`config.mk`:
```
export PLATFORM = sky130hd
export DESIGN_NAME = spi_flash_command_decoder
export DESIGN_NICKNAME = d
export VERILOG_FILES = /design/src/verilog/spi_cmd_pkg.sv /design/src/verilog/byte_fifo.sv /design/src/verilog/spi_flash_command_decoder.sv
export SDC_FILE = /design/constraint.sdc
export NUM_CORES = 1
export LEC_CHECK = 0
export BUFFER_PORTS_ARGS = -buffer_cell sky130_fd_sc_hd__buf_2
export CAP_MARGIN = 10
export CELL_PAD_IN_SITES_DETAIL_PLACEMENT = 1
export CELL_PAD_IN_SITES_GLOBAL_PLACEMENT = 1
export CORE_ASPECT_RATIO = 1.25
export CORE_MARGIN = 2
export CORE_UTILIZATION = 45
export CTS_CLUSTER_SIZE = 25
export DETAILED_ROUTE_END_ITERATION = 8
export HOLD_SLACK_MARGIN = 0.1
export PLACE_DENSITY_LB_ADDON = 0.1
export SLEW_MARGIN = 20
export SYNTH_ARGS = -nofsm -noshare
export SYNTH_HDL_FRONTEND = slang
export SYNTH_SLANG_ARGS = --single-unit
```
`constraint.sdc`:
```
create_clock -name ref_clk -period 5.15 [get_ports ref_clk]
set_input_delay 0.7725 -clock ref_clk [delete_from_list [all_inputs] [get_ports ref_clk]]
set_output_delay 0.7725 -clock ref_clk [all_outputs]
set_load 0.05 [all_outputs]
```
`src/verilog/spi_cmd_pkg.sv`:
```
// opcodes, phase types and command format table for the flash command decoder
`default_nettype none
package spi_cmd_pkg;
   // opcodes
   localparam logic [7:0] OP_PROG = 8'h02;
   localparam logic [7:0] OP_SEQ_A = 8'hAD;
   localparam logic [7:0] OP_SEQ_B = 8'hAF;
   localparam logic [7:0] OP_PROG_DUAL = 8'hA2;
   localparam logic [7:0] OP_PROG_QUAD = 8'h32;
   localparam logic [7:0] OP_SUSP_A = 8'h75;
   localparam logic [7:0] OP_SUSP_B = 8'hB0;
   localparam logic [7:0] OP_RESM_A = 8'h7A;
   localparam logic [7:0] OP_RESM_B = 8'hD0;
   localparam logic [7:0] OP_WRAP = 8'h77;
   localparam logic [7:0] OP_WR_EN = 8'h06;
   localparam logic [7:0] OP_WR_DIS = 8'h04;
   localparam logic [7:0] OP_VOL_WREN = 8'h50;
   localparam logic [7:0] OP_BLK_LOCK = 8'h36;
   localparam logic [7:0] OP_BLK_UNLOCK = 8'h39;
   localparam logic [7:0] OP_BLK_RD_A = 8'h3C;
   localparam logic [7:0] OP_BLK_RD_B = 8'h3D;
   localparam logic [7:0] OP_ALL_LOCK = 8'h7E;
   localparam logic [7:0] OP_ALL_UNLOCK = 8'h98;
   localparam logic [7:0] OP_OTP_PROG = 8'h9B;
   localparam logic [7:0] OP_OTP_READ = 8'h4B;
   localparam logic [7:0] OP_SR1_RD = 8'h05;
   localparam logic [7:0] OP_SR2_RD = 8'h35;
   localparam logic [7:0] OP_SR3_RD = 8'h15;
   localparam logic [7:0] OP_SR_IDX_RD = 8'h65;
   localparam logic [7:0] OP_SR1_WR = 8'h01;
   localparam logic [7:0] OP_SR2_WR = 8'h31;
   localparam logic [7:0] OP_SR3_WR = 8'h11;
   localparam logic [7:0] OP_SR_IDX_WR = 8'h71;
   localparam logic [7:0] OP_SR_LOCK = 8'h6F;
   localparam logic [7:0] OP_DEEP_PD = 8'hB9;
   localparam logic [7:0] OP_ULTRA_PD = 8'h79;
   localparam logic [7:0] OP_WAKE = 8'hAB;
   localparam logic [7:0] OP_RST_EN = 8'h66;
   localparam logic [7:0] OP_RST = 8'h99;
   localparam logic [7:0] OP_TERM = 8'hF0;
   localparam logic [7:0] OP_ID = 8'h90;
   localparam logic [7:0] OP_ID_QUAD = 8'h94;
   // byte limits and status index
   localparam logic [8:0] PAGE_MAX = 9'h100;
   localparam logic [8:0] OTP_MAX = 9'h080;
   localparam logic [8:0] SR_COUNT = 9'h005;
   localparam logic [7:0] SR_FIRST_IDX = 8'h01;
   localparam int FIFO_WIDTH = 9;
   localparam int FIFO_DEPTH = 32;

   typedef enum logic [2:0] {PH_CMD, PH_ADDR, PH_DUMMY, PH_WDATA, PH_RDATA, PH_IGNORE} phase_type;

   typedef struct packed {
      logic valid;
      logic [1:0] addrBytes;
      logic [2:0] addrLines;
      logic [3:0] dummyClocks;
      logic [2:0] dataLines;
      logic dataWrite;
      logic dataRead;
      logic [8:0] maxBytes;
   } cmd_info_type;

   // one format entry
   function automatic cmd_info_type mk(input logic [1:0] ab, input logic [2:0] al,
         input logic [3:0] dc, input logic [2:0] dl, input logic wr, input logic rd,
         input logic [8:0] mx);
      cmd_info_type c;
      c = {1'b1, ab, al, dc, dl, wr, rd, mx};
      return c;
   endfunction : mk

   // opcode to transfer format; seq drops the address of later sequential frames
   function automatic cmd_info_type decode(input logic [7:0] op, input logic seq);
      cmd_info_type c;
      c = mk(2'h0, 3'h1, 4'h0, 3'h1, 1'b0, 1'b0, 9'h000);
      case (op)
         OP_PROG: c = mk(2'h3, 3'h1, 4'h0, 3'h1, 1'b1, 1'b0, PAGE_MAX);
         OP_SEQ_A, OP_SEQ_B: c = mk(seq ? 2'h0 : 2'h3, 3'h1, 4'h0, 3'h1, 1'b1, 1'b0, 9'h001);
         OP_PROG_DUAL: c = mk(2'h3, 3'h1, 4'h0, 3'h2, 1'b1, 1'b0, PAGE_MAX);
         OP_PROG_QUAD: c = mk(2'h3, 3'h1, 4'h0, 3'h4, 1'b1, 1'b0, PAGE_MAX);
         OP_SUSP_A, OP_SUSP_B: c.valid = 1'b1;
         OP_RESM_A, OP_RESM_B: c.valid = 1'b1;
         OP_WRAP: c = mk(2'h3, 3'h4, 4'h0, 3'h4, 1'b1, 1'b0, 9'h001);
         OP_WR_EN, OP_WR_DIS: c.valid = 1'b1;
         OP_VOL_WREN: c.valid = 1'b1;
         OP_BLK_LOCK, OP_BLK_UNLOCK: c = mk(2'h3, 3'h1, 4'h0, 3'h1, 1'b0, 1'b0, 9'h000);
         OP_BLK_RD_A, OP_BLK_RD_B: c = mk(2'h3, 3'h1, 4'h0, 3'h1, 1'b0, 1'b1, 9'h001);
         OP_ALL_LOCK, OP_ALL_UNLOCK: c.valid = 1'b1;
         OP_OTP_PROG: c = mk(2'h3, 3'h1, 4'h0, 3'h1, 1'b1, 1'b0, OTP_MAX);
         OP_OTP_READ: c = mk(2'h3, 3'h1, 4'h8, 3'h1, 1'b0, 1'b1, OTP_MAX);
         OP_SR1_RD, OP_SR2_RD, OP_SR3_RD: c = mk(2'h0, 3'h1, 4'h0, 3'h1, 1'b0, 1'b1, 9'h001);
         OP_SR_IDX_RD: c = mk(2'h1, 3'h1, 4'h8, 3'h1, 1'b0, 1'b1, 9'h001);
         OP_SR1_WR: c = mk(2'h0, 3'h1, 4'h0, 3'h1, 1'b1, 1'b0, 9'h002);
         OP_SR2_WR, OP_SR3_WR: c = mk(2'h0, 3'h1, 4'h0, 3'h1, 1'b1, 1'b0, 9'h001);
         OP_SR_IDX_WR: c = mk(2'h1, 3'h1, 4'h0, 3'h1, 1'b1, 1'b0, 9'h001);
         OP_SR_LOCK: c = mk(2'h0, 3'h1, 4'h0, 3'h1, 1'b1, 1'b0, 9'h002);
         OP_DEEP_PD, OP_ULTRA_PD: c.valid = 1'b1;
         OP_WAKE: c = mk(2'h3, 3'h1, 4'h0, 3'h1, 1'b0, 1'b1, 9'h001);
         OP_RST_EN, OP_RST: c.valid = 1'b1;
         OP_TERM: c = mk(2'h0, 3'h1, 4'h0, 3'h1, 1'b1, 1'b0, 9'h001);
         OP_ID: c = mk(2'h3, 3'h1, 4'h0, 3'h1, 1'b0, 1'b1, 9'h002);
         OP_ID_QUAD: c = mk(2'h3, 3'h4, 4'h2, 3'h4, 1'b0, 1'b1, 9'h002);
         default: c.valid = 1'b0;
      endcase
      return c;
   endfunction : decode

   // phase that follows address and dummy
   function automatic phase_type dataPhase(input cmd_info_type c);
      return c.dataWrite ? PH_WDATA : (c.dataRead ? PH_RDATA : PH_IGNORE);
   endfunction : dataPhase
endpackage : spi_cmd_pkg
`default_nettype wire

```
`src/verilog/byte_fifo.sv`:
```
// synchronous fifo with valid and ready on both sides
`timescale 1ns/1ns
`default_nettype none
module byte_fifo #(
   parameter int WIDTH = 9,
   parameter int DEPTH = 32
) (
   input wire logic ref_clk,
   input wire logic rstn,
   input wire logic inValid,
   input wire logic [WIDTH-1:0] inData,
   output logic inReady,
   output logic outValid,
   output logic [WIDTH-1:0] outData,
   input wire logic outReady
);
   localparam int AW = $clog2(DEPTH);
   logic [WIDTH-1:0] mem [DEPTH];
   logic [AW-1:0] wrPtr_q, rdPtr_q;
   logic [AW:0] count_q;
   logic doPush, doPop;

   assign doPush = inValid && inReady;
   assign doPop = outValid && outReady;
   assign outData = mem[rdPtr_q];

   // storage has no reset; pointers, count and flags take one
   always_ff @(posedge ref_clk)
   begin
      if (doPush)
         mem[wrPtr_q] <= inData;
   end

   // pointers, count and registered flags
   always_ff @(posedge ref_clk)
   begin
      if (!rstn)
      begin
         wrPtr_q <= '0;
         rdPtr_q <= '0;
         count_q <= '0;
         inReady <= 1'b0;
         outValid <= 1'b0;
      end
      else
      begin
         if (doPush)
            wrPtr_q <= wrPtr_q + 1'b1;
         if (doPop)
            rdPtr_q <= rdPtr_q + 1'b1;
         count_q <= count_q + (AW+1)'(doPush) - (AW+1)'(doPop);
         inReady <= (count_q + (AW+1)'(doPush) - (AW+1)'(doPop)) != (AW+1)'(DEPTH);
         outValid <= (count_q + (AW+1)'(doPush) - (AW+1)'(doPop)) != '0;
      end
   end
endmodule : byte_fifo
`default_nettype wire

```
`src/verilog/spi_flash_command_decoder.sv`:
```
// spi slave command decoder: frames, phases, write-data fifo and read-data shifter
// Operation
// - 02h page program, 3 address, 1-256 bytes
// - A2h program, data on two lines
// - 32h program, data on four lines
// - 75h/B0h suspend, command only
// - 7Ah/D0h resume, command only
// - 77h wrap setup, address and data quad
// - 50h volatile status write enable
// - 36h/39h block lock/unlock with address
// - 3Ch/3Dh block lock read, one byte
// - 7Eh lock all, 98h unlock all
// - 9Bh otp program, 1-128 bytes
// - 4Bh otp read with dummy byte
// - 05h/35h/15h read status one byte
// - 65h indexed status read, index, dummy
// - 01h write status, two bytes; 31h/11h one byte
// - 71h indexed status write, one byte
// - 6Fh status lock, two data bytes
// - B9h/79h enter power-down states
// - ABh wake, or with address returns id
// - 66h then 99h reset; F0h terminate
// - 90h/94h id read, two bytes
// - format gives lines per phase
// - index 01h reads all five registers
// - B9h depth chosen by select bit
// - reset pair is two separate frames
`timescale 1ns/1ns
`default_nettype none
module spi_flash_command_decoder (
   input wire logic ref_clk,
   input wire logic rstn,
   input wire logic csN,
   input wire logic sck,
   input wire logic [3:0] ioIn,
   output logic [3:0] ioOut,
   output logic [3:0] ioOe,
   input wire logic powerDownDepthSelect,
   output logic [7:0] curOpcode,
   output logic rdReq,
   output logic [7:0] rdIndex,
   input wire logic [7:0] rdData,
   output logic wrValid,
   output logic [8:0] wrData,
   input wire logic wrReady,
   output logic dataLost,
   output logic cmdDone,
   output logic [7:0] cmdCode,
   output logic [23:0] cmdAddr,
   output logic [8:0] cmdBytes,
   output logic deepPowerDown,
   output logic ultraPowerDown,
   output logic softReset
);
   logic csS1, csS2, csS3, sckS1, sckS2, sckS3;
   logic [3:0] ioS1, ioS2;
   logic sckRise, sckFall, frameEnd, abWake;
   spi_cmd_pkg::phase_type phase_q;
   spi_cmd_pkg::cmd_info_type info_q, newInfo;
   logic [7:0] shift_q, shNext, outShift_q, outWord;
   logic [3:0] bitCnt_q, bitsNext;
   logic [2:0] w, outBits_q;
   logic [8:0] byteCnt_q;
   logic [1:0] addrCnt_q;
   logic [3:0] dummyCnt_q;
   logic [23:0] addr_q;
   logic byteDone, addrDone_q, cmdSeen_q, seqActive_q, resetArmed_q;
   logic push_q, fifoInReady;
   logic [8:0] pushData_q;

   // shift one sample of w lines in, msb first
   function automatic logic [7:0] shiftIn(input logic [7:0] sh, input logic [3:0] io,
         input logic [2:0] lines);
      case (lines)
         3'h4: return {sh[3:0], io};
         3'h2: return {sh[5:0], io[1:0]};
         default: return {sh[6:0], io[0]};
      endcase
   endfunction : shiftIn

   // two flops on every pin before use
   always_ff @(posedge ref_clk)
   begin
      if (!rstn)
      begin
         csS1 <= 1'b1;
         csS2 <= 1'b1;
         csS3 <= 1'b1;
         sckS1 <= 1'b0;
         sckS2 <= 1'b0;
         sckS3 <= 1'b0;
         ioS1 <= 4'h0;
         ioS2 <= 4'h0;
      end
      else
      begin
         csS1 <= csN;
         csS2 <= csS1;
         csS3 <= csS2;
         sckS1 <= sck;
         sckS2 <= sckS1;
         sckS3 <= sckS2;
         ioS1 <= ioIn;
         ioS2 <= ioS1;
      end
   end

   // edges of the sampled clock; mode 0 and 3 both sample on the rise
   assign sckRise = sckS2 && !sckS3 && !csS2;
   assign sckFall = !sckS2 && sckS3 && !csS2;
   assign frameEnd = csS2 && !csS3;

   // lines of the current phase and the shifted byte
   always_comb
   begin
      case (phase_q)
         spi_cmd_pkg::PH_ADDR: w = info_q.addrLines;
         spi_cmd_pkg::PH_WDATA, spi_cmd_pkg::PH_RDATA: w = info_q.dataLines;
         default: w = 3'h1;
      endcase
      shNext = shiftIn(shift_q, ioS2, w);
      bitsNext = bitCnt_q + {1'b0, w};
      byteDone = bitsNext == 4'h8;
      newInfo = spi_cmd_pkg::decode(shNext, seqActive_q);
      outWord = (outBits_q == 3'h0) ? rdData : outShift_q;
   end

   // ab with no address bits at all is the plain wake form
   assign abWake = (info_q.addrBytes != 2'h0) && (phase_q == spi_cmd_pkg::PH_ADDR)
      && (curOpcode == spi_cmd_pkg::OP_WAKE) && (addrCnt_q == 2'h0) && (bitCnt_q == 4'h0);

   // phase sequencer on sampled clock rises; chip select high clears the frame
   always_ff @(posedge ref_clk)
   begin
      rdReq <= 1'b0;
      push_q <= 1'b0;
      if (!rstn || csS2)
      begin
         phase_q <= spi_cmd_pkg::PH_CMD;
         bitCnt_q <= 4'h0;
         byteCnt_q <= 9'h000;
         addrCnt_q <= 2'h0;
         dummyCnt_q <= 4'h0;
         addrDone_q <= 1'b0;
         cmdSeen_q <= 1'b0;
         if (!rstn)
         begin
            shift_q <= 8'h00;
            addr_q <= 24'h00_0000;
            info_q <= '0;
            curOpcode <= 8'h00;
            rdIndex <= 8'h00;
            pushData_q <= 9'h000;
         end
      end
      else if (sckRise)
      begin
         case (phase_q)
            spi_cmd_pkg::PH_CMD:
            begin
               shift_q <= shNext;
               bitCnt_q <= byteDone ? 4'h0 : bitsNext;
               if (byteDone)
               begin
                  curOpcode <= shNext;
                  info_q <= newInfo;
                  cmdSeen_q <= newInfo.valid;
                  rdIndex <= 8'h00;
                  if (!newInfo.valid)
                     phase_q <= spi_cmd_pkg::PH_IGNORE;
                  else if (newInfo.addrBytes != 2'h0)
                     phase_q <= spi_cmd_pkg::PH_ADDR;
                  else
                  begin
                     phase_q <= spi_cmd_pkg::dataPhase(newInfo);
                     addrDone_q <= 1'b1;
                     rdReq <= newInfo.dataRead;
                  end
               end
            end
            spi_cmd_pkg::PH_ADDR:
            begin
               shift_q <= shNext;
               bitCnt_q <= byteDone ? 4'h0 : bitsNext;
               if (byteDone)
               begin
                  addr_q <= {addr_q[15:0], shNext};
                  addrCnt_q <= addrCnt_q + 2'h1;
                  if (addrCnt_q + 2'h1 == info_q.addrBytes)
                  begin
                     addrDone_q <= 1'b1;
                     if (curOpcode == spi_cmd_pkg::OP_SR_IDX_RD && shNext == spi_cmd_pkg::SR_FIRST_IDX)
                        info_q.maxBytes <= spi_cmd_pkg::SR_COUNT;
                     if (info_q.dummyClocks != 4'h0)
                        phase_q <= spi_cmd_pkg::PH_DUMMY;
                     else
                     begin
                        phase_q <= spi_cmd_pkg::dataPhase(info_q);
                        rdReq <= info_q.dataRead;
                     end
                  end
               end
            end
            spi_cmd_pkg::PH_DUMMY:
            begin
               dummyCnt_q <= dummyCnt_q + 4'h1;
               if (dummyCnt_q + 4'h1 == info_q.dummyClocks)
               begin
                  phase_q <= spi_cmd_pkg::dataPhase(info_q);
                  rdReq <= info_q.dataRead;
                  if (curOpcode == spi_cmd_pkg::OP_SR_IDX_RD)
                     rdIndex <= addr_q[7:0];
               end
            end
            spi_cmd_pkg::PH_WDATA:
            begin
               shift_q <= shNext;
               bitCnt_q <= byteDone ? 4'h0 : bitsNext;
               if (byteDone)
               begin
                  push_q <= 1'b1;
                  pushData_q <= {byteCnt_q == 9'h000, shNext};
                  byteCnt_q <= byteCnt_q + 9'h001;
                  if (byteCnt_q + 9'h001 == info_q.maxBytes)
                     phase_q <= spi_cmd_pkg::PH_IGNORE;
               end
            end
            spi_cmd_pkg::PH_RDATA:
            begin
               bitCnt_q <= byteDone ? 4'h0 : bitsNext;
               if (byteDone)
               begin
                  byteCnt_q <= byteCnt_q + 9'h001;
                  if (byteCnt_q + 9'h001 == info_q.maxBytes)
                     phase_q <= spi_cmd_pkg::PH_IGNORE;
                  else
                  begin
                     rdReq <= 1'b1;
                     rdIndex <= rdIndex + 8'h01;
                  end
               end
            end
            default: ;
         endcase
      end
   end

   // read data launched on falling edges so it is stable at the next rise
   always_ff @(posedge ref_clk)
   begin
      if (!rstn || csS2)
      begin
         ioOe <= 4'h0;
         ioOut <= 4'h0;
         outBits_q <= 3'h0;
         outShift_q <= 8'h00;
      end
      else if (sckFall)
      begin
         if (phase_q == spi_cmd_pkg::PH_RDATA)
         begin
            outBits_q <= outBits_q + w;
            case (w)
               3'h4:
               begin
                  ioOut <= outWord[7:4];
                  ioOe <= 4'hF;
                  outShift_q <= {outWord[3:0], 4'h0};
               end
               3'h2:
               begin
                  ioOut <= {2'h0, outWord[7:6]};
                  ioOe <= 4'h3;
                  outShift_q <= {outWord[5:0], 2'h0};
               end
               default:
               begin
                  ioOut <= {2'h0, outWord[7], 1'b0};
                  ioOe <= 4'h2;
                  outShift_q <= {outWord[6:0], 1'b0};
               end
            endcase
         end
         else
         begin
            ioOe <= 4'h0;
            ioOut <= 4'h0;
         end
      end
   end

   // end of frame: report the command and raise the special events
   always_ff @(posedge ref_clk)
   begin
      cmdDone <= 1'b0;
      deepPowerDown <= 1'b0;
      ultraPowerDown <= 1'b0;
      softReset <= 1'b0;
      if (!rstn)
      begin
         cmdCode <= 8'h00;
         cmdAddr <= 24'h00_0000;
         cmdBytes <= 9'h000;
         seqActive_q <= 1'b0;
         resetArmed_q <= 1'b0;
      end
      else if (frameEnd && cmdSeen_q && (addrDone_q || abWake))
      begin
         // short address means no operation, so only whole headers land here
         cmdDone <= 1'b1;
         cmdCode <= curOpcode;
         cmdAddr <= addr_q;
         cmdBytes <= byteCnt_q;
         resetArmed_q <= curOpcode == spi_cmd_pkg::OP_RST_EN;
         softReset <= (curOpcode == spi_cmd_pkg::OP_RST) && resetArmed_q;
         deepPowerDown <= (curOpcode == spi_cmd_pkg::OP_DEEP_PD) && powerDownDepthSelect;
         ultraPowerDown <= (curOpcode == spi_cmd_pkg::OP_ULTRA_PD)
            || ((curOpcode == spi_cmd_pkg::OP_DEEP_PD) && !powerDownDepthSelect);
         if ((curOpcode == spi_cmd_pkg::OP_SEQ_A || curOpcode == spi_cmd_pkg::OP_SEQ_B)
               && byteCnt_q != 9'h000)
            seqActive_q <= 1'b1;
         else if (curOpcode == spi_cmd_pkg::OP_WR_DIS
               || (curOpcode == spi_cmd_pkg::OP_RST && resetArmed_q))
            seqActive_q <= 1'b0;
      end
      else if (frameEnd)
         resetArmed_q <= 1'b0;
   end

   // a byte that finds the fifo full cannot be held back on spi, so flag it
   always_ff @(posedge ref_clk)
   begin
      if (!rstn)
         dataLost <= 1'b0;
      else
         dataLost <= push_q && !fifoInReady;
   end

   byte_fifo #(
      .WIDTH(spi_cmd_pkg::FIFO_WIDTH),
      .DEPTH(spi_cmd_pkg::FIFO_DEPTH)
   ) writeFifo (
      .ref_clk(ref_clk),
      .rstn(rstn),
      .inValid(push_q),
      .inData(pushData_q),
      .inReady(fifoInReady),
      .outValid(wrValid),
      .outData(wrData),
      .outReady(wrReady)
   );
endmodule : spi_flash_command_decoder
`default_nettype wire

```
# After elaboration in Yosys (flattened, before gate mapping)
# Memories as Yosys holds them, arrays and structs flattened. A register that Yosys moved wholly into a read port is not among the register bits.
# Cells that the tools add are included.
# word_totals
register_bits,204
ramBits,288
in_bits,18
output_inout_bits,81
elab_cells,303
n_memories,1
# memory_table
name,words,width,read_ports,rd_clocked_by_memory_dff,write_ports,line,source
writeFifo.mem,32,9,1,1,1,byte_fifo.sv:18,logic [WIDTH-1:0] mem [DEPTH];
# classes
add_sub_neg,10
n_eq_ne,75
mux,86
bitwise,2
n_reduce_logical,81
# op_table
op,count
23-bit case mux with 16 select lines,1
8-bit == test (second input constant),18
24-bit 2-to-1 mux,5
8-bit by 7-bit == test with 1-bit output (second input constant),14
8-bit 2-to-1 mux,13
9-bit 2-to-1 mux,8
23-bit 2-to-1 mux,3
8-bit by 6-bit == test with 1-bit output (second input constant),7
38-bit OR reduction,1
3-bit 2-to-1 mux,11
8-bit by 3-bit == test with 1-bit output (second input constant),4
8-bit case mux with 2 select lines,2
1-bit 2-to-1 mux,25
8-bit case mux with 3 select lines,1
2-bit nonzero test,11
7-bit 2-to-1 mux,3
1-bit logical AND,19
9-bit case mux with 2 select lines,1
8-bit by 5-bit == test with 1-bit output (second input constant),2
4-bit case mux with 2 select lines,2
8-bit AND reduction,2
3-bit != test (second input constant),5
3-bit OR reduction,5
14-bit 2-to-1 mux,1
other kinds (47),90

# Depth between registers and ports, before layout
# depth
ltp_word,14
mapped_depth,18
mapped_depth_nobuf,15

# Cells and area by module
# A second synthesis with hierarchy kept.
# unflattened
hier_cells,1522
area_unflattened_um2,20627.3
# by_module_without_submodules
mod,n_inst,cells_each,area_per_inst_um2,seq_area_each_um2
byte_fifo,1,685,12278.0,9108.7
spi_flash_command_decoder,1,837,8349.3,4264.1

# Worst setup path after synthesis
# Ideal clock, no wire load.
# synth_timing
kind,register to register
from,register phase_q[0]
to,register curOpcode[0] (enable)
setup_ps,376
t_arrival_ps,3444
required_time_ps,4774
slack_ps,1331
stages_incl_launch_ff,15
path_buffers,3
period_less_slack_ps,3819
cell_sequence,dfxtp_1 > buf_6 > or3b_1 > buf_6 > a21bo_4 > inv_2 > buf_6 > ha_1 > a21o_1 > a21oi_1 > xnor2_1 > nor4b_1 > nand2_1 > or2_2 > nand2_1
# synth_via
elab_chain_len,7
word_cells_on_any_way,11
classes_between,add/sub: 1; eq/ne: 4; mux: 1; reduce/logical: 5
# synth_lines
element,line,source
from (decl),spi_flash_command_decoder.sv:58,spi_cmd_pkg::phase_type phase_q;
from (signal assigned),spi_flash_command_decoder.sv:139,phase_q <= spi_cmd_pkg::PH_CMD;
from (signal assigned),spi_flash_command_decoder.sv:170,phase_q <= spi_cmd_pkg::PH_IGNORE;
from (signal assigned),spi_flash_command_decoder.sv:172,phase_q <= spi_cmd_pkg::PH_ADDR;
3-bit == test / 3-bit by 2-bit == test with 1-bit output (equally long branches),spi_flash_command_decoder.sv:116,case (phase_q)
2-bit OR reduction (no line),n/a,
3-bit case mux with 2 select lines,spi_flash_command_decoder.sv:116,
4-bit by 3-bit adder with 4-bit output,spi_flash_command_decoder.sv:122,"bitsNext = bitCnt_q + {1'b0, w};"
4-bit == test,spi_flash_command_decoder.sv:123,byteDone = bitsNext == 4'h8;
2-bit nonzero test (no line),n/a,
4-bit AND reduction (no line) *,n/a,
to (signal assigned),spi_flash_command_decoder.sv:165,curOpcode <= shNext;
to (decl),spi_flash_command_decoder.sv:39,"output logic [7:0] curOpcode,"
# Mark *: on every way between the ends. The rest lies on a longest branch, timed or not.
# A chain may end at the register's enable or synchronous reset.

# Final worst setup path
# layout_timing
from,register phase_q[1]
to,register info_q[8] (netlist name) (data pin)
# layout_via
elab_chain_len,12
word_cells_on_any_way,45
classes_between,eq/ne: 30; mux: 7; reduce/logical: 8
# layout_lines
element,line,source
3-bit == test / 3-bit by 2-bit == test with 1-bit output (equally long branches),spi_flash_command_decoder.sv:116,
2-bit OR reduction (no line),n/a,
3-bit case mux with 2 select lines,spi_flash_command_decoder.sv:116,
3-bit by 2-bit == test with 1-bit output / 3-bit == test (equally long branches),spi_flash_command_decoder.sv:74,case (lines)
8-bit case mux with 2 select lines,spi_flash_command_decoder.sv:74,
"8-bit == test, or another cell as far along",spi_cmd_pkg.sv:77,case (op)
"3-bit OR reduction (no line), or another cell as far along",n/a,
23-bit case mux with 16 select lines,spi_cmd_pkg.sv:77,
23-bit 2-to-1 mux,spi_flash_command_decoder.sv:163,if (byteDone)
9-bit case mux with 2 select lines *,spi_flash_command_decoder.sv:158,case (phase_q)
23-bit 2-to-1 mux *,spi_flash_command_decoder.sv:156,else if (sckRise)
23-bit 2-to-1 mux *,spi_flash_command_decoder.sv:137,if (!rstn || csS2)
to (signal assigned),spi_flash_command_decoder.sv:166,info_q <= newInfo;
to (decl),spi_flash_command_decoder.sv:59,"spi_cmd_pkg::cmd_info_type info_q, newInfo;"
# Mark *: on every way between the ends. The rest lies on a longest branch, timed or not. The select of a mux whose other input is x is not followed.

==> impl_summary.md <==
Clock network
The clock input transition at the sequential cells of the worst setup and hold paths is 0.06 ns. In this run the number of H-tree levels came out at 2. The CTS buffer count is 48. Buffers inserted to repair hold after CTS numbered 0.

The buffer depth of the longest clock path is 3. TritonCTS built the clock tree. Clock tree synthesis selected as its root buffer the cell sky130_fd_sc_hd__clkbuf_16. For the worst-skew pair, the clock arrives at the later sink with an insertion delay of 0.57 ns. The number of clock sinks is 488. The number of buffers added for setup after CTS is 0. Once the clock tree was built, the resizer swapped 0 gates to a different size.

Final layout
The count of fill cells added during filler insertion is 4,422. The area growth from synthesis to layout is 13.53%. The multi-input logic area is 6551 sq um.

After routing the design area is 23,120 sq um. Registers take 13,380 sq um. 0 antenna diodes ended up in the layout. Of the cells placed in the final design, the portion with a size suffix greater than 1 is 21.27%. In the final design database the tool counted 1,558 nets.

Placed design
The HPWL reported at the end of detailed placement is 36.50 mm. After detailed placement, the total cell area comes to 21,500 sq um. In this run the tool buffered the top-level ports with 98 buffer cells. The last weighted congestion value of the routability-driven placer is 0.9187.

Timing
At the pin with the least slew margin, the transition time is 0.9704 ns. Timing would allow up to 215.4 MHz. Setup repair after global routing left no endpoint under its margin.

The final-report max-slew violation count came to 0. Counting I/O delays and the setup requirement, the final critical path takes 4.643 ns. The final hold violation count is 0. In this run the tightest slew margin relative to its limit is 34.71%. The worst setup skew after layout is 0.01390 ns. The tightest hold path in the finished design has a slack of 0.4137 ns.

The aggregate negative setup slack is 0 ns. The post-route fraction of the period consumed by the critical path is 90.15%. The number of setup violations in the final report is 0.

Power
The clock network is responsible for 39.8% of the overall power. The static leakage power is 0.007857 uW. IR analysis of the VDD net gives a maximum drop of 0.2318 mV. Internal power comes to 6481 uW.

For this design the ratio of total power to cell area is 364.4 nW/um^2. Per report_power, the sequential group accounts for 51.6% of the total. The switching part of the total is 23.06%. The net switching component of the power is 1943 uW.

The logic gate share of total power is 8.6%.

Yosys
The average instance in the mapped netlist occupies 14.49 sq um. The async set-or-reset flop fraction in the synthesized netlist is 0%. Summed over its instances, the top area cell type makes up 53.09% of the synthesized netlist area. The synthesized netlist devotes 5.229% of its cell area to compound gates.

Of the total synthesized cell area, the portion taken by XOR and XNOR cells is 2.065%. The most frequently used cell type in the post-synthesis netlist is sky130_fd_sc_hd__edfxtp_1. The most used flip-flop cell after synthesis is sky130_fd_sc_hd__edfxtp_1.

The proportion of synthesized chip area in sequential cells is 65.67%. The commonest cells after synthesis are sky130_fd_sc_hd__edfxtp_1, sky130_fd_sc_hd__nor2_1, sky130_fd_sc_hd__dfxtp_1. The largest total area in the synthesized netlist belongs to sky130_fd_sc_hd__edfxtp_1. The synthesized net count is 1,446. In this run the cell area of the synthesized design comes to 20,360 sq um. Synthesis produced a netlist whose cell count is 1,405. The dominant combinational cell family by area after synthesis is multiplexers. The number of unique standard cell types used by synthesis is 82.

Summing the areas of all fa, ha and maj instances in the mapped netlist gives 1.524% of the synthesized area. The count of yosys warnings during synthesis is 0. After synthesis, the cell types taking the most area are sky130_fd_sc_hd__edfxtp_1, sky130_fd_sc_hd__dfxtp_1, sky130_fd_sc_hd__mux4_2.

The synthesized netlist devotes 10.01% of its cell area to simple gates. The portion of synthesized area spent on multiplexers is 13.31%. In this run, synthesis produced a sequential element count of 488. The synthesized design contains 360 enable-type register cells.

Global routing
The global route total overflow is 0. The number of antenna violations at the first check in global routing was 1. The via count of the first global-routing pass is 12,780. The overall track demand over capacity in global routing is 22.09%. Entering global routing, the biggest net connects 73 pins.

The first-pass GRT wire length is 79.45 mm.

Floorplanning
The die boundary height is 241.8 microns. 99 I/O pins were placed. The die is 194.3 microns wide. The total die area is 46,980 sq um. The initial core utilization is 45.41%. The floorplan has 87 rows. The placeable core region is 44,850 sq um.

Worst hold path
The min-delay analysis places its worst path in the category primary input to register.

Setup path
The critical path arrival is 4.93 ns. The worst setup path is captured at a register. The largest fanout of any net on the critical path is 20. The worst setup path is launched from a register. The type of the worst setup path is register to register. The worst path required time is 5.44 ns.

Drt
In the routed design, unresolved DRC markers number 0. For this block, the routed nets add up to 51.59 mm of wire. Dividing the detail-routed via count by the number of cells gives 5.615.

The iteration count of the initial detailed-routing pass is 5. The per-cell routed wire length is 24.17 microns. The number of routed nets with antenna violations is 0.

The detailed router placed 11,980 vias in this run. The violation count after the first detailed-routing iteration is 627.

Run
The number of max-cap violations is 0.

Run status
The run finished with clean final reports.
critical path, cell delays in order, from the launching register on:
cell                      delay (ns)
sky130_fd_sc_hd__dfxtp_1        0.74
sky130_fd_sc_hd__mux2_2         0.42
sky130_fd_sc_hd__a22oi_1        0.17
sky130_fd_sc_hd__buf_4          0.24
sky130_fd_sc_hd__inv_2          0.11
sky130_fd_sc_hd__nand3_1        0.28
sky130_fd_sc_hd__o22ai_1        0.17
sky130_fd_sc_hd__or2_1          0.35
sky130_fd_sc_hd__and3_1         0.27
sky130_fd_sc_hd__o21ai_0        0.35
sky130_fd_sc_hd__nand3_1        0.24
sky130_fd_sc_hd__or3b_1         0.46
sky130_fd_sc_hd__o21ai_2        0.46
sky130_fd_sc_hd__nor3_1         0.11
logic make-up (layout without fill, tap and decap cells):
kind of cell,after synthesis,count (layout)
xor+xnor,48,48
simple gates,423,423
buf+inv,107,258
mux,157,157
fa+ha+maj,23,23
compound gates,159,159
flops,488,488
power groups by stage:
stage / Clock, uW / Sequential (uW) / Combinational, uW
global placement: 0 / 4440 / 703
global route: 3580 / 4360 / 793
CTS: 3430 / 4370 / 716
detailed placement: 0 / 4450 / 711
floorplan: 0 / 4410 / 534
finish: 3350 / 4350 / 727
per-stage QoR:
step	power (uW)	instances	worst slack, ns	util (%)
finish	8423	2134	0.5071	51.55
global route	8734	2134	0.1143	51.55
CTS	8508	2125	0.5089	51.25
detailed placement	5161	2036	0.5274	47.94
global placement	5148	2036	0.6749	47.94
floorplan	4939	1405	1.331	-
layer usage:
metal / wire, microns / GRT usage, % / share of wire, % / up-vias
met1: 21020 / 27.02 / 41 / 6148
li1: - / - / - / 5544
met2: 27400 / 40.10 / 53 / 200
met5: 0 / 0 / 0 / -
met4: 1870 / 8.155 / 3.6 / 0
met3: 1299 / 2.538 / 2.5 / 90
registers in the layout, indices dropped and copies added, names as in the netlist, 7 cells and up, named ones only:
name	count
writeFifo.mem	288
addr_q	24
cmdAddr	24
info_q	16
byteCnt_q	9
cmdBytes	9
pushData_q	9
cmdCode	8
curOpcode	8
rdIndex	8
outShift_q	7
shift_q	7
cell type report:
| type | count | area share [%] |
|---|---|---|
| clock buffers | 65 | 5.650 |
| clock inverters | 24 | 0.7577 |
| inverters | 35 | 0.5683 |
| multi-input cells | 810 | 28.34 |
| flip-flops and latches | 488 | 57.87 |
| well taps | 578 | 3.128 |
| repair buffers | 134 | 3.691 |
cells in the final DEF, fill, tap and decap left out, drive strengths merged, types with 6 or more instances in the layout:
cell	netlist	final
mux4	90	90
clkbuf	50	65
a22oi	6	6
nand3	28	28
ha	20	20
nand2b	10	10
clkinv	1	21
a211oi	7	7
buf	22	134
o21a	6	6
nor2	186	186
edfxtp	360	360
inv	34	36
xor2	23	23
o21ai	37	37
o22ai	11	11
nor3	34	34
dfxtp	128	128
xnor2	25	25
and3	27	27
mux2i	56	56
a21oi	42	42
nand2	59	59
nor4	13	13
nand4	11	11
and2	20	20
mux2	11	11
or2	8	8
a31oi	9	9
final timing paths:
kind / cells after the start / slack, ns / to / start
setup reg to reg: 13 / 0.51 / info_q[8] / phase_q[1]
setup / recovery: 13 / 0.51 / info_q[8] / phase_q[1]
hold / removal: 2 / 0.41 / ioS1[3] / ioIn[3]
hold reg to reg: 1 / 0.42 / csS2 / csS1
No activity file was read; power rests on OpenSTA's default activity.
